[config.mk]
export PLATFORM = sky130hd
export DESIGN_NAME = adcri_regs
export DESIGN_NICKNAME = d
export VERILOG_FILES = /design/src/hdl/adcri_pkg.sv /design/src/hdl/adcri_regs.sv
export SDC_FILE = /design/constraint.sdc
export NUM_CORES = 1
export LEC_CHECK = 0
export BUFFER_PORTS_ARGS = -buffer_cell sky130_fd_sc_hd__buf_2
export CAP_MARGIN = 30
export CORE_UTILIZATION = 30
export DETAILED_ROUTE_END_ITERATION = 8
export SLEW_MARGIN = 20
export SYNTH_ARGS = -nofsm -noshare
export SYNTH_HDL_FRONTEND = slang
export SYNTH_SLANG_ARGS = --single-unit
[constraint.sdc]
create_clock -name aclk -period 3.9 [get_ports aclk]
set_input_delay 0.78 -clock aclk [delete_from_list [all_inputs] [get_ports aclk]]
set_output_delay 0.78 -clock aclk [all_outputs]
set_load 0.03 [all_outputs]
[src/hdl/adcri_pkg.sv]
package adcri_pkg;

    // register indices; byte address on the bus is four times the index
    localparam logic [13:0] IDX_RESULT_LOW      = 14'h0508;
    localparam logic [13:0] IDX_RESULT_HIGH     = 14'h0509;
    localparam logic [13:0] IDX_EN_MAIN         = 14'h050C;
    localparam logic [13:0] IDX_EN_CHAN_HIGH    = 14'h050D;
    localparam logic [13:0] IDX_EN_CHAN_LOW     = 14'h050E;
    localparam logic [13:0] IDX_EN_SELFTEST     = 14'h050F;
    localparam logic [13:0] IDX_FLAG_MAIN       = 14'h0510;
    localparam logic [13:0] IDX_FLAG_CHAN_HIGH  = 14'h0511;
    localparam logic [13:0] IDX_FLAG_CHAN_LOW   = 14'h0512;
    localparam logic [13:0] IDX_FLAG_SELFTEST   = 14'h0513;
    localparam logic [13:0] IDX_CONTROL         = 14'h0530;

    // main flag / enable bit positions
    localparam int BIT_CONV_DONE     = 0;
    localparam int BIT_READY         = 1;
    localparam int BIT_SUM_HIGH      = 2;
    localparam int BIT_SUM_LOW       = 3;
    localparam int BIT_TEMP_EXPIRED  = 5;
    localparam int BIT_OVERRANGE     = 6;
    localparam int BIT_CAL_COMPLETE  = 7;

    // result-high and control fields
    localparam int BIT_CAL_BYPASS    = 7;
    localparam int BIT_CONV_START    = 0;
    localparam int BIT_REF_EXTERNAL  = 1;
    localparam int BIT_GLOBAL_IRQ_EN = 2;

    // self-test fields
    localparam int BIT_ST_TEMP_ERR   = 1;
    localparam int BIT_ST_LIMIT_LO   = 3;

    // writable / implemented bit masks
    localparam logic [7:0] MASK_MAIN     = 8'hEF;
    localparam logic [7:0] MASK_SELFTEST = 8'h7A;
    localparam logic [7:0] MASK_CONTROL  = 8'h07;
    localparam logic [7:0] RESET_BYTE    = 8'h00;

    localparam logic [1:0] RESP_OKAY   = 2'b00;
    localparam logic [1:0] RESP_DECERR = 2'b11;

    // events from the converter and monitors, one-cycle pulses
    typedef struct packed {
        logic       conv_done;
        logic [9:0] raw_result;
        logic [9:0] corrected_result;
        logic       ready;
        logic       overrange;
        logic       cal_complete;
        logic       temp_cal_expired;
        logic [7:0] chan_high;
        logic [7:0] chan_low;
        logic [3:0] selftest_limit;
        logic       temp_sensor_error;
    } adcri_evt_t;

    // control levels towards the analogue side
    typedef struct packed {
        logic conv_start;
        logic ref_external;
        logic calibration_bypass;
    } adcri_ctrl_t;

endpackage

[src/hdl/adcri_regs.sv]
`timescale 1ns/1ps

////////////////////////////////////////////////////////////////////////////////
module adcri_regs
(
    input  wire logic                 aclk,
    input  wire logic                 aresetn,
    input  wire logic [15:0]          s_axi_awaddr,
    input  wire logic                 s_axi_awvalid,
    output logic                      s_axi_awready,
    input  wire logic [31:0]          s_axi_wdata,
    input  wire logic [3:0]           s_axi_wstrb,
    input  wire logic                 s_axi_wvalid,
    output logic                      s_axi_wready,
    output logic [1:0]                s_axi_bresp,
    output logic                      s_axi_bvalid,
    input  wire logic                 s_axi_bready,
    input  wire logic [15:0]          s_axi_araddr,
    input  wire logic                 s_axi_arvalid,
    output logic                      s_axi_arready,
    output logic [31:0]               s_axi_rdata,
    output logic [1:0]                s_axi_rresp,
    output logic                      s_axi_rvalid,
    input  wire logic                 s_axi_rready,
    input  wire adcri_pkg::adcri_evt_t evt,
    output adcri_pkg::adcri_ctrl_t    ctrl,
    output logic                      irq
);

    ////////////////////////////////////////////////////////////////////////////
    // state
    logic [15:0] awaddr_reg;
    logic        aw_have_reg;
    logic [7:0]  wbyte_reg;
    logic        wstrb0_reg;
    logic        w_have_reg;
    logic        bvalid_reg;
    logic [1:0]  bresp_reg;
    logic        rvalid_reg;
    logic [31:0] rdata_reg;
    logic [1:0]  rresp_reg;

    logic [9:0]  result_reg;
    logic        bypass_reg;
    logic [7:0]  en_main_reg;
    logic [7:0]  en_high_reg;
    logic [7:0]  en_low_reg;
    logic [7:0]  en_st_reg;
    logic [7:0]  flag_main_reg;
    logic [7:0]  flag_high_reg;
    logic [7:0]  flag_low_reg;
    logic [7:0]  flag_st_reg;
    logic [7:0]  control_reg;
    logic        irq_reg;

    logic [7:0]  flag_main_next;
    logic [7:0]  flag_high_next;
    logic [7:0]  flag_low_next;
    logic [7:0]  flag_st_next;
    logic [7:0]  control_next;
    logic        irq_next;

    ////////////////////////////////////////////////////////////////////////////
    // bus handshakes; one write and one read in flight at most
    wire aw_take  = s_axi_awvalid && s_axi_awready;
    wire w_take   = s_axi_wvalid && s_axi_wready;
    wire ar_take  = s_axi_arvalid && s_axi_arready;
    wire wr_fire  = aw_have_reg && w_have_reg;

    assign s_axi_awready = !aw_have_reg && !bvalid_reg;
    assign s_axi_wready  = !w_have_reg && !bvalid_reg;
    assign s_axi_arready = !rvalid_reg;
    assign s_axi_bvalid  = bvalid_reg;
    assign s_axi_bresp   = bresp_reg;
    assign s_axi_rvalid  = rvalid_reg;
    assign s_axi_rdata   = rdata_reg;
    assign s_axi_rresp   = rresp_reg;

    ////////////////////////////////////////////////////////////////////////////
    // write decode; misaligned addresses fall through as unmapped
    wire [13:0] widx     = awaddr_reg[15:2];
    wire        waligned = (awaddr_reg[1:0] == 2'b00);
    wire        wsel_rh  = waligned && (widx == adcri_pkg::IDX_RESULT_HIGH);
    wire        wsel_em  = waligned && (widx == adcri_pkg::IDX_EN_MAIN);
    wire        wsel_eh  = waligned && (widx == adcri_pkg::IDX_EN_CHAN_HIGH);
    wire        wsel_el  = waligned && (widx == adcri_pkg::IDX_EN_CHAN_LOW);
    wire        wsel_es  = waligned && (widx == adcri_pkg::IDX_EN_SELFTEST);
    wire        wsel_ct  = waligned && (widx == adcri_pkg::IDX_CONTROL);
    // read-only and flag registers accept a write harmlessly
    wire        wsel_ro  = waligned && ((widx == adcri_pkg::IDX_RESULT_LOW)
                           || (widx >= adcri_pkg::IDX_FLAG_MAIN
                               && widx <= adcri_pkg::IDX_FLAG_SELFTEST));
    wire        wmapped  = wsel_rh || wsel_em || wsel_eh || wsel_el || wsel_es
                           || wsel_ct || wsel_ro;
    wire        wr_do    = wr_fire && wstrb0_reg;

    ////////////////////////////////////////////////////////////////////////////
    // read decode
    wire [13:0] ridx     = s_axi_araddr[15:2];
    wire        raligned = (s_axi_araddr[1:0] == 2'b00);
    wire        rsel_rl  = raligned && (ridx == adcri_pkg::IDX_RESULT_LOW);
    wire        rsel_rh  = raligned && (ridx == adcri_pkg::IDX_RESULT_HIGH);
    wire        rsel_em  = raligned && (ridx == adcri_pkg::IDX_EN_MAIN);
    wire        rsel_eh  = raligned && (ridx == adcri_pkg::IDX_EN_CHAN_HIGH);
    wire        rsel_el  = raligned && (ridx == adcri_pkg::IDX_EN_CHAN_LOW);
    wire        rsel_es  = raligned && (ridx == adcri_pkg::IDX_EN_SELFTEST);
    wire        rsel_fm  = raligned && (ridx == adcri_pkg::IDX_FLAG_MAIN);
    wire        rsel_fh  = raligned && (ridx == adcri_pkg::IDX_FLAG_CHAN_HIGH);
    wire        rsel_fl  = raligned && (ridx == adcri_pkg::IDX_FLAG_CHAN_LOW);
    wire        rsel_fs  = raligned && (ridx == adcri_pkg::IDX_FLAG_SELFTEST);
    wire        rsel_ct  = raligned && (ridx == adcri_pkg::IDX_CONTROL);
    wire        rmapped  = rsel_rl || rsel_rh || rsel_em || rsel_eh || rsel_el
                           || rsel_es || rsel_fm || rsel_fh || rsel_fl || rsel_fs
                           || rsel_ct;

    // read mux; flags are returned as they stood before the clear
    wire [7:0] rbyte =
          rsel_rl ? result_reg[7:0]
        : rsel_rh ? {bypass_reg, 5'b00000, result_reg[9:8]}
        : rsel_em ? en_main_reg
        : rsel_eh ? en_high_reg
        : rsel_el ? en_low_reg
        : rsel_es ? en_st_reg
        : rsel_fm ? flag_main_reg
        : rsel_fh ? flag_high_reg
        : rsel_fl ? flag_low_reg
        : rsel_fs ? flag_st_reg
        : rsel_ct ? control_reg
        : adcri_pkg::RESET_BYTE;

    // a taken read of a flag register clears every bit of it
    wire clr_main = ar_take && rsel_fm;
    wire clr_high = ar_take && rsel_fh;
    wire clr_low  = ar_take && rsel_fl;
    wire clr_st   = ar_take && rsel_fs;

    ////////////////////////////////////////////////////////////////////////////
    // event vectors; a new event in the clearing cycle survives
    wire [7:0] main_evt;
    assign main_evt[adcri_pkg::BIT_CONV_DONE]    = evt.conv_done;
    assign main_evt[adcri_pkg::BIT_READY]        = evt.ready;
    assign main_evt[adcri_pkg::BIT_SUM_HIGH]     = |evt.chan_high;
    assign main_evt[adcri_pkg::BIT_SUM_LOW]      = |evt.chan_low;
    assign main_evt[4]                           = 1'b0;
    assign main_evt[adcri_pkg::BIT_TEMP_EXPIRED] = evt.temp_cal_expired;
    assign main_evt[adcri_pkg::BIT_OVERRANGE]    = evt.overrange;
    assign main_evt[adcri_pkg::BIT_CAL_COMPLETE] = evt.cal_complete;

    wire [7:0] st_evt = {1'b0, evt.selftest_limit, 1'b0, evt.temp_sensor_error, 1'b0};

    assign flag_main_next = ((clr_main ? 8'h00 : flag_main_reg) | main_evt)
                            & adcri_pkg::MASK_MAIN;
    assign flag_high_next = (clr_high ? 8'h00 : flag_high_reg) | evt.chan_high;
    assign flag_low_next  = (clr_low ? 8'h00 : flag_low_reg) | evt.chan_low;
    assign flag_st_next   = ((clr_st ? 8'h00 : flag_st_reg) | st_evt)
                            & adcri_pkg::MASK_SELFTEST;

    ////////////////////////////////////////////////////////////////////////////
    // control: software start wins over the completion clear
    wire wr_ct = wr_do && wsel_ct;
    assign control_next = wr_ct ? (wbyte_reg & adcri_pkg::MASK_CONTROL)
        : (control_reg & ~({7'b0000000, evt.conv_done}));

    assign ctrl.conv_start         = control_reg[adcri_pkg::BIT_CONV_START];
    assign ctrl.ref_external       = control_reg[adcri_pkg::BIT_REF_EXTERNAL];
    assign ctrl.calibration_bypass = bypass_reg;
    wire   global_en = control_reg[adcri_pkg::BIT_GLOBAL_IRQ_EN];

    ////////////////////////////////////////////////////////////////////////////
    // interrupt products
    wire main_hit = |(flag_main_reg & en_main_reg);
    wire high_hit = en_main_reg[adcri_pkg::BIT_SUM_HIGH]
                    && |(flag_high_reg & en_high_reg);
    wire low_hit  = en_main_reg[adcri_pkg::BIT_SUM_LOW]
                    && |(flag_low_reg & en_low_reg);
    wire st_hit   = |(flag_st_reg & en_st_reg);
    assign irq_next = global_en && (main_hit || high_hit || low_hit || st_hit);
    assign irq      = irq_reg;

    // raw output when bypassing correction
    wire [9:0] result_sel = bypass_reg ? evt.raw_result : evt.corrected_result;

    ////////////////////////////////////////////////////////////////////////////
    // write channel capture and response
    always_ff @(posedge aclk)
    begin
        if (!aresetn)
        begin
            aw_have_reg <= 1'b0;
            w_have_reg  <= 1'b0;
            awaddr_reg  <= 16'h0000;
            wbyte_reg   <= 8'h00;
            wstrb0_reg  <= 1'b0;
            bvalid_reg  <= 1'b0;
            bresp_reg   <= adcri_pkg::RESP_OKAY;
        end
        else
        begin
            if (aw_take)
                awaddr_reg <= s_axi_awaddr;
            if (w_take)
            begin
                wbyte_reg  <= s_axi_wdata[7:0];
                wstrb0_reg <= s_axi_wstrb[0];
            end
            aw_have_reg <= wr_fire ? 1'b0 : (aw_have_reg || aw_take);
            w_have_reg  <= wr_fire ? 1'b0 : (w_have_reg || w_take);
            if (wr_fire)
            begin
                bvalid_reg <= 1'b1;
                bresp_reg  <= wmapped ? adcri_pkg::RESP_OKAY : adcri_pkg::RESP_DECERR;
            end
            else if (s_axi_bready)
                bvalid_reg <= 1'b0;
        end
    end

    // read response, one cycle after the address is taken
    always_ff @(posedge aclk)
    begin
        if (!aresetn)
        begin
            rvalid_reg <= 1'b0;
            rdata_reg  <= 32'h0000_0000;
            rresp_reg  <= adcri_pkg::RESP_OKAY;
        end
        else if (ar_take)
        begin
            rvalid_reg <= 1'b1;
            rdata_reg  <= {24'h00_0000, rbyte};
            rresp_reg  <= rmapped ? adcri_pkg::RESP_OKAY : adcri_pkg::RESP_DECERR;
        end
        else if (s_axi_rready)
            rvalid_reg <= 1'b0;
    end

    // enables and bypass; reserved bits never store
    always_ff @(posedge aclk)
    begin
        if (!aresetn)
        begin
            en_main_reg <= adcri_pkg::RESET_BYTE;
            en_high_reg <= adcri_pkg::RESET_BYTE;
            en_low_reg  <= adcri_pkg::RESET_BYTE;
            en_st_reg   <= adcri_pkg::RESET_BYTE;
            bypass_reg  <= 1'b0;
        end
        else if (wr_do)
        begin
            if (wsel_em)
                en_main_reg <= wbyte_reg & adcri_pkg::MASK_MAIN;
            if (wsel_eh)
                en_high_reg <= wbyte_reg;
            if (wsel_el)
                en_low_reg  <= wbyte_reg;
            if (wsel_es)
                en_st_reg   <= wbyte_reg & adcri_pkg::MASK_SELFTEST;
            if (wsel_rh)
                bypass_reg  <= wbyte_reg[adcri_pkg::BIT_CAL_BYPASS];
        end
    end

    // flags, result, control and the registered interrupt level
    always_ff @(posedge aclk)
    begin
        if (!aresetn)
        begin
            flag_main_reg <= adcri_pkg::RESET_BYTE;
            flag_high_reg <= adcri_pkg::RESET_BYTE;
            flag_low_reg  <= adcri_pkg::RESET_BYTE;
            flag_st_reg   <= adcri_pkg::RESET_BYTE;
            control_reg   <= adcri_pkg::RESET_BYTE;
            result_reg    <= 10'h000;
            irq_reg       <= 1'b0;
        end
        else
        begin
            flag_main_reg <= flag_main_next;
            flag_high_reg <= flag_high_next;
            flag_low_reg  <= flag_low_next;
            flag_st_reg   <= flag_st_next;
            control_reg   <= control_next;
            irq_reg       <= irq_next;
            if (evt.conv_done)
                result_reg <= result_sel;
        end
    end
endmodule

Word level (Yosys, flattened, before mapping)
Index checks and enable logic that the tools add are counted.

Logic and storage cells: 155. Input port bits: 121. Flip-flop bits (word level): 118. Output and inout bits: 45.

Eq/ne operators: 18. Bitwise logic cells: 11. Reduce and logical (&&, ||, !) cells: 77. Magnitude comparators: 2. Muxes and demuxes: 23.

Operator list (number): 14-bit by 11-bit == test with 1-bit output (second input constant) (18); 8-bit 2-to-1 mux (14); 8-bit OR reduction (6); 1-bit logical AND (34); 8-bit bitwise AND (4); 8-bit bitwise OR (3); 1-bit logical OR (22); 14-bit by 11-bit greater-or-equal comparator with 1-bit output (second input constant) (1); 14-bit by 11-bit less-or-equal comparator with 1-bit output (second input constant) (1); 10-bit 2-to-1 mux (1); 2-bit AND reduction (5); 1-bit inverter with 8-bit output (1); 7-bit bitwise AND (1); 7-bit 2-to-1 mux (1); 7-bit bitwise OR (1); 1-bit logical NOT (4); 2-bit logical NOT (2); 1-bit 2-to-1 mux (4); 2-bit 2-to-1 mux (2); 2-bit nonzero test (2); 2-bit OR reduction (2); 3-bit 2-to-1 mux (1); 1-bit inverter (1).

Depth between registers and ports, before layout
Gate-level depths: netlist (run 1).

Depth after elaboration: 13. Gate-level depth with buffers: 8. Gate-level depth less buffers: 6.

Worst setup path after synthesis (run 1)
Ideal clock, no wire load.

Path type: input to register. Start: input port s_axi_araddr[7]. End: register rdata_reg[1] (netlist: s_axi_rdata[1]). Setup time: 0.134 ns. Slack: 1.423 ns. Stages: 7. Path buffers: 1. Arrival time: 2.343 ns. Cells stage by stage: buf_6 or4_4 nor2_4 a31oi_1 a311o_1 a2111oi_1 o22ai_1.

Word-level cells in the longest chain between the ends: 13. Elaborated cells on any way between the ends: 33.

RTL lines: start: declaration (line adcri_regs.sv:18) `input wire logic [15:0] s_axi_araddr,`; 14-bit by 11-bit == test with 1-bit output (line adcri_regs.sv:111) `wire rsel_ct = raligned && (ridx == adcri_pkg::IDX_CONTROL);`; 1-bit logical AND (line adcri_regs.sv:111); 8-bit 2-to-1 mux (line adcri_regs.sv:128) `: rsel_ct ? control_reg`; 8-bit 2-to-1 mux (line adcri_regs.sv:127) `: rsel_fs ? flag_st_reg`; 8-bit 2-to-1 mux (line adcri_regs.sv:126) `: rsel_fl ? flag_low_reg`; 8-bit 2-to-1 mux (line adcri_regs.sv:125) `: rsel_fh ? flag_high_reg`; 8-bit 2-to-1 mux (line adcri_regs.sv:124) `: rsel_fm ? flag_main_reg`; 8-bit 2-to-1 mux (line adcri_regs.sv:123) `: rsel_es ? en_st_reg`; 8-bit 2-to-1 mux (line adcri_regs.sv:122) `: rsel_el ? en_low_reg`; 8-bit 2-to-1 mux (line adcri_regs.sv:121) `: rsel_eh ? en_high_reg`; 8-bit 2-to-1 mux (line adcri_regs.sv:120) `: rsel_em ? en_main_reg`; 8-bit 2-to-1 mux (line adcri_regs.sv:119) `: rsel_rh ? {bypass_reg, 5'b00000, result_reg[9:8]}`; 8-bit 2-to-1 mux * (line adcri_regs.sv:118) `rsel_rl ? result_reg[7:0]`; end signal: assignment (line adcri_regs.sv:230) `rdata_reg <= {24'h00_0000, rbyte};`; end: declaration (line adcri_regs.sv:40) `logic [31:0] rdata_reg;`.

Every way passes the cells marked *; elsewhere a longest branch is shown, timed or not. A chain may end at the register's enable or synchronous reset.

Worst setup path in the final report (run 1)
Start: input port s_axi_araddr[13]. End: register rdata_reg[1] (netlist: s_axi_rdata[1]).

The elaborated chain is that of the path after synthesis.

==> results of run 1 <==
[logic make-up (layout without fill, tap and decap cells)]
kind of cell | count (synthesis) | after routing | synth area share (%)
simple gates | 236 | 236 | 21.6
compound gates | 155 | 155 | 18.8
flops | 110 | 110 | 42.4
buf+inv | 67 | 141 | 7.16
mux | 50 | 50 | 9.98
other cells | 1 | 24 | 0.0723
[how the worst min path moves through the flow]
stage / from / endpoint / slack, ns
2_1_floorplan: control_reg[2]$_SDFFE_PN0P_ / irq$_SDFF_PN0_ / 0.43
3_3_place_gp: awaddr_reg[14]$_SDFFE_PN0P_ / awaddr_reg[14]$_SDFFE_PN0P_ / 0.44
3_5_place_dp: awaddr_reg[14]$_SDFFE_PN0P_ / awaddr_reg[14]$_SDFFE_PN0P_ / 0.44
4_1_cts: awaddr_reg[14]$_SDFFE_PN0P_ / awaddr_reg[14]$_SDFFE_PN0P_ / 0.45
5_1_grt: awaddr_reg[11]$_SDFFE_PN0P_ / awaddr_reg[11]$_SDFFE_PN0P_ / 0.48
6_report: awaddr_reg[14]$_SDFFE_PN0P_ / awaddr_reg[14]$_SDFFE_PN0P_ / 0.45
[critical path: stages]
cell and delay (ns):
sky130_fd_sc_hd__buf_2 0.10, sky130_fd_sc_hd__nor4b_1 0.44, sky130_fd_sc_hd__nand2_1 0.40, sky130_fd_sc_hd__nor2_1 0.33
sky130_fd_sc_hd__a211oi_1 0.13, sky130_fd_sc_hd__a2111oi_1 0.53, sky130_fd_sc_hd__o22ai_1 0.13
[cell usage in the layout (no fill, tap or decap), drive strengths merged, types with 6 or more instances in the layout]
cell type	count
inv	11
and3	6
nor2	90
buf	118
a22oi	12
o22ai	6
nor4	9
nand3	8
a21oi	76
a211oi	13
o21ai	13
nand2	78
conb	24
a31oi	6
mux2i	45
clkbuf	10
dfxtp	110
[power groups by stage]
| stage | registers (W) | clock network, W | logic [W] |
|---|---|---|---|
| global route | 0.00124 | 0.000969 | 0.000324 |
| CTS | 0.00123 | 0.000928 | 0.000290 |
| detailed placement | 0.00125 | 0 | 0.000289 |
| global placement | 0.00125 | 0 | 0.000287 |
| floorplan | 0.00125 | 0 | 0.000202 |
| finish | 0.00123 | 0.000904 | 0.000288 |
[metrics by stage]
step | cells | hold slack, ns
after floorplan | 642 | 0.428
after global placement | 920 | 0.440
after detailed placement | 920 | 0.444
after CTS | 936 | 0.455
after global routing | 936 | 0.479
final | 936 | 0.451
[layer usage]
| layer | GRT usage (%) | vias up |
|---|---|---|
| met1 | 23.1 | 2199 |
| met3 | 3.92 | 32 |
| li1 | - | 2354 |
| met4 | 7.39 | 0 |
| met5 | 0 | - |
| met2 | 26.9 | 172 |
[area by class of cell]
type                       instances  share of cell area [%]
clock buffer                      10                    3.91
clock inverter                     6                   0.840
inverter                           7                   0.430
multi-input combinational        465                    44.2
sequential                       110                    36.1
tap                              220                    4.51
timing repair buffer             118                    10.0
==> results.md, run 1 <==
## Pwr
* **combinational power share** 11.9%
* **internal portion of total power** 0.00174 W
* **switching share of total power** 28.0%
* **worst voltage drop across the vdd grid** 264 uV
* **leakage dissipation** 2.43 nW
* **register share of total power** 50.7%
* **Power, Total** 0.00242 W
* **PwrDens** 396 nW/um2
* **Net Switching** 0.000677 W
* **clock share of power** 37.4%

## Route
* **Routed WL** 14900 um
* **number of nets with antenna violations after detailed routing** 0
* **initial detailed-routing violation count** 454
* **first-pass iteration count of the detailed router** 5
* **Avg Vias per Cell** 5.08
* **wire length per cell after detailed routing** 16.0 um
* **drt drc** 0
* **Vias** 4757
* **met3 routed WL** 900 um
* **Highest Signal Layer** met4
* **Met1 Wirelength** 6910 um
* **met2 layer wire length in the routed design** 6680 um

## STA
* **Fmax** 380 MHz
* **max-slew violation count** 0
* **headroom to the max-slew limit** 52.0%
* **min setup slack post-route** 1.27 ns
* **min cycle time layout** 2.63 ns
* **unrepaired setup endpoints after global routing** no
* **final-report hold violation count** 0
* **Tightest Pin Transition** 0.720 ns
* **final clock period utilization by the worst path** 67.5%
* **setup-violating endpoint count in the final report** 0
* **setup_tns** 0 ns
* **Final Skew** 0.00984 ns

## Critical path
* **kind of start point of the critical path** input pin
* **Critical Setup Path Class** in -> reg
* **launch point of the worst path** s_axi_araddr[13]
* **arrival time at the worst endpoint** 2.85 ns
* **Reg-to-Reg End** en_low_reg[4]$_SDFFE_PN0P_
* **worst setup path endpoint** s_axi_rdata[1]$_SDFFE_PN0P_
* **cell count of the worst reg-to-reg path** 7
* **CP Capture Type** register
* **Worst Path Max Fanout** 12
* **minimum setup slack among reg-to-reg paths** 1.85 ns
* **required arrival time at the worst endpoint** 4.11 ns
* **worst reg2reg startpoint** awaddr_reg[0]$_SDFFE_PN0P_

## Synthesis
* **FF+latch count, synth** 110
* **Avg Synthesized Cell Area** 8.38 um2
* **Post-synth EDFFs** 0
* **cells taking the most area after synthesis** sky130_fd_sc_hd__dfxtp_1, sky130_fd_sc_hd__mux2i_1, sky130_fd_sc_hd__a21oi_1, sky130_fd_sc_hd__nor2_1, sky130_fd_sc_hd__nand2_1
* **number of distinct standard cells referenced by the synthesized netlist** 65
* **share of synthesized area occupied by flip-flops and latches** 42.4%
* **share of the synthesized area in the top cell type** 42.4%
* **gate count of the mapped netlist** 619
* **share of flip-flops with an asynchronous set or reset after synthesis** 0%
* **Post-Synthesis Cell Area** 5190 um2
* **cell type with the highest aggregate area in the netlist** sky130_fd_sc_hd__dfxtp_1
* **Synthesis Warnings** 0
* **predominant post-synthesis flop cell** sky130_fd_sc_hd__dfxtp_1
* **Synth top cells by count** sky130_fd_sc_hd__dfxtp_1, sky130_fd_sc_hd__nor2_1, sky130_fd_sc_hd__nand2_1
* **most frequent cell after synthesis** sky130_fd_sc_hd__dfxtp_1

## Floorplanning
* **Die Span X** 134 um
* **Initial Util** 31.0%
* **number of I/O pins** 166
* **core region area** 16800 um2
* **Die Footprint** 17800 um2
* **number of rows created at floorplan** 47
* **height of the die** 134 um

## Global routing
* **global router's overall resource usage** 17.3%
* **vias in the first global route** 4495
* **first-pass GRT wire length** 23900 um
* **maximum number of pins on one net before global-route repair** 67
* **Overflow after GRT** 0
* **number of antenna violations at the first check in global routing** 0

## Status
* **result of the run** finished, final reports clean

## Final layout
* **post-synthesis to final-layout area growth** 17.7%
* **flip-flop and latch area** 2200 um2
* **Util after Layout** 36.4%
* **number of flip-flops under the largest register name** 16
* **ratio of cells with drive above 1 in the final layout** 20.9%
* **combined area of the multi-input logic cells** 2700 um2
* **fin area** 6110 um2
* **fill cell instance count of the final layout** 1786
* **number of nets in the layout** 832
* **number of diodes** 0

## Clock tree
* **number of hold buffers added after CTS** 0
* **Root Buffer Master** sky130_fd_sc_hd__clkbuf_16
* **clock net sink count** 110
* **postcts setup bufs** 0
* **count of cells resized by post-cts repair** 0
* **count of H-tree levels built during CTS** 3
* **maximum count of clock buffers along a single path** 2
* **source-to-sink clock delay at the later pin of the worst-skew pair** 0.36 ns
* **clock-pin slew of the registers on the worst-case setup and hold paths** 0.08 ns
* **CTS tree** yes
* **CTS buffer count** 9

## Placement
* **Setup WS pre-CTS** 0.944 ns
* **Final HPWL DP** 11300 um
* **final weighted congestion in routability-driven placement** 0.912
* **# port buffers** 114
* **cell area after placement** 5820 um2

## Flow run
* **number of max-cap violations** 0

## Hold path
* **cell depth of the worst hold path** 2
* **path type of the worst min-delay path** reg -> reg

(Power assumes the default switching activity.)
==> run 2, diff against run 1 <==
Clock period 3.9 ns to 2.4 ns, I/O delays scaled along.
==> results.md, run 2 (synthesis results as in run 1) <==
## Status
* **result of the run** finished, final reports clean

## Route
* **Vias** 4793
* **initial detailed-routing violation count** 423
* **Routed WL** 15400 um
* **Avg Vias per Cell** 4.97
* **number of nets with antenna violations after detailed routing** 0
* **wire length per cell after detailed routing** 16.0 um
* **first-pass iteration count of the detailed router** 5
* **drt drc** 0

## Pwr
* **register share of total power** 50.9%
* **PwrDens** 621 nW/um2
* **Net Switching** 0.00110 W
* **switching share of total power** 28.1%
* **leakage dissipation** 2.57 nW
* **combinational power share** 12.5%
* **clock share of power** 36.6%
* **internal portion of total power** 0.00282 W
* **worst voltage drop across the vdd grid** 334 uV
* **Power, Total** 0.00392 W

## Critical path
* **arrival time at the worst endpoint** 2.31 ns
* **family with the most delay on the worst path** simple AND/OR/NAND/NOR gates
* **Critical Setup Path Class** reg -> reg
* **cell breakdown of the critical path** nor4_1 > nand4bb_1 > or2_1 > nor3b_1 > buf_4 > mux2i_1 > nor2_1
* **required arrival time at the worst endpoint** 2.63 ns
* **maximum single-stage delay on the critical path** 0.42 ns
* **Worst Path Max Fanout** 8
* **CP Capture Type** register
* **worst reg2reg startpoint** awaddr_reg[0]$_SDFFE_PN0P_
* **launch point of the worst path** awaddr_reg[0]$_SDFFE_PN0P_
* **kind of start point of the critical path** register
* **combined buffer and inverter count along the critical path** 1
* **cell with the biggest individual delay on the critical path** sky130_fd_sc_hd__nor4_1

## Global routing
* **first-pass GRT wire length** 23800 um
* **global router's overall resource usage** 17.5%
* **Overflow after GRT** 0
* **vias in the first global route** 4383
* **number of antenna violations at the first check in global routing** 0
* **maximum number of pins on one net before global-route repair** 81

## STA
* **setup-violating endpoint count in the final report** 0
* **headroom to the max-slew limit** 63.7%
* **unrepaired setup endpoints after global routing** no
* **setup_tns** 0 ns
* **max-slew violation count** 0
* **final-report hold violation count** 0
* **Final Skew** 0.0153 ns
* **min cycle time layout** 2.08 ns
* **min setup slack post-route** 0.324 ns
* **final clock period utilization by the worst path** 86.5%
* **Fmax** 482 MHz
* **Tightest Pin Transition** 0.543 ns

## Floorplanning
* **number of rows created at floorplan** 47
* **core region area** 16800 um2
* **height of the die** 134 um
* **number of I/O pins** 166
* **Die Span X** 134 um
* **Die Footprint** 17800 um2
* **Initial Util** 31.0%

## Clock tree
* **postcts setup bufs** 0
* **source-to-sink clock delay at the later pin of the worst-skew pair** 0.36 ns
* **count of cells resized by post-cts repair** 0
* **count of H-tree levels built during CTS** 3
* **clock net sink count** 110
* **CTS tree** yes
* **clock-pin slew of the registers on the worst-case setup and hold paths** 0.08 ns
* **Root Buffer Master** sky130_fd_sc_hd__clkbuf_16
* **number of hold buffers added after CTS** 0
* **CTS buffer count** 9
* **maximum count of clock buffers along a single path** 2

## Final layout
* **ratio of cells with drive above 1 in the final layout** 23.9%
* **number of diodes** 0
* **non-filler cells in the finished layout** 965
* **fin area** 6320 um2
* **number of nets in the layout** 861
* **post-synthesis to final-layout area growth** 21.8%
* **number of flip-flops under the largest register name** 16
* **commonest non-fill, non-tap cells in the layout** sky130_fd_sc_hd__buf_2, sky130_fd_sc_hd__dfxtp_1, sky130_fd_sc_hd__nor2_1
* **most frequent standard cell in the layout excluding fill and tap cells** sky130_fd_sc_hd__buf_2

## Flow run
* **number of max-cap violations** 0

## Placement
* **# port buffers** 114
* **Setup WS pre-CTS** 0.0173 ns
* **final weighted congestion in routability-driven placement** 0.932
* **Final HPWL DP** 11800 um
* **placed instance count** 949
* **cell area after placement** 6040 um2

## Hold path
* **startpoint of the tightest hold check path** s_axi_rready
* **path type of the worst min-delay path** in -> reg

-- run 2: changes by cell type in the layout (fill, tap and decap cells not counted) --
cell	before	now
sky130_fd_sc_hd__clkinvlp_4	0	1
sky130_fd_sc_hd__buf_4	3	32
sky130_fd_sc_hd__clkbuf_1	0	1
sky130_fd_sc_hd__clkinv_8	0	1
sky130_fd_sc_hd__clkbuf_8	1	0
sky130_fd_sc_hd__inv_6	3	1
-- run 2: path summary, 6_finish.rpt --
kind	end	slack [ns]	cells past startpoint
worst max-delay path	en_low_reg[6]$_SDFFE_PN0P_	0.32	7
worst min register to register	awaddr_reg[13]$_SDFFE_PN0P_	0.46	2
worst max register to register	en_low_reg[6]$_SDFFE_PN0P_	0.32	7
worst min-delay path	s_axi_rvalid$_SDFFE_PN0P_	0.30	2
-- run 2: per-stage QoR --
step                      hold slack (ns)  utilization, %
final                               0.298            37.7
after global routing                0.305            37.7
after CTS                           0.286            37.7
after detailed placement            0.446            36.0
after global placement              0.441            36.0
after floorplan                     0.428               -
-- run 2: area by class of cell --
| cell class | instances | area, um2 |
|---|---|---|
| inverters | 7 | 26.3 |
| repair buffers | 147 | 831 |
| well taps | 220 | 275 |
| multi-input cells | 465 | 2700 |
| flip-flops and latches | 110 | 2200 |
| clock inverters | 6 | 57.6 |
| clock buffers | 10 | 229 |
| fillers | 1806 | 10400 |
-- run 2: routing by layer --
layer | global-route usage [%] | share of wire (%) | vias up
li1 | - | - | 2414
met1 | 24.2 | 48 | 2219
met2 | 27.7 | 47 | 143
met3 | 2.74 | 4.1 | 17
met4 | 5.68 | 1.6 | 0
met5 | 0 | 0 | -
-- run 2: power by group through the flow --
| stage | Clock, W | Combinational (W) | Sequential (W) |
|---|---|---|---|
| final | 0.00144 | 0.000489 | 0.00200 |
| after global routing | 0.00155 | 0.000542 | 0.00201 |
| after CTS | 0.00148 | 0.000490 | 0.00200 |
| after detailed placement | 0 | 0.000488 | 0.00204 |
| after global placement | 0 | 0.000486 | 0.00204 |
| after floorplan | 0 | 0.000328 | 0.00203 |
-- run 2: worst register-to-register path: cells and delay by family, from the launching register on --
kind / cells / cell delay, ns
simple gates: 5 / 1.18
flops: 1 / 0.32
buf+inv: 1 / 0.23
mux: 1 / 0.21
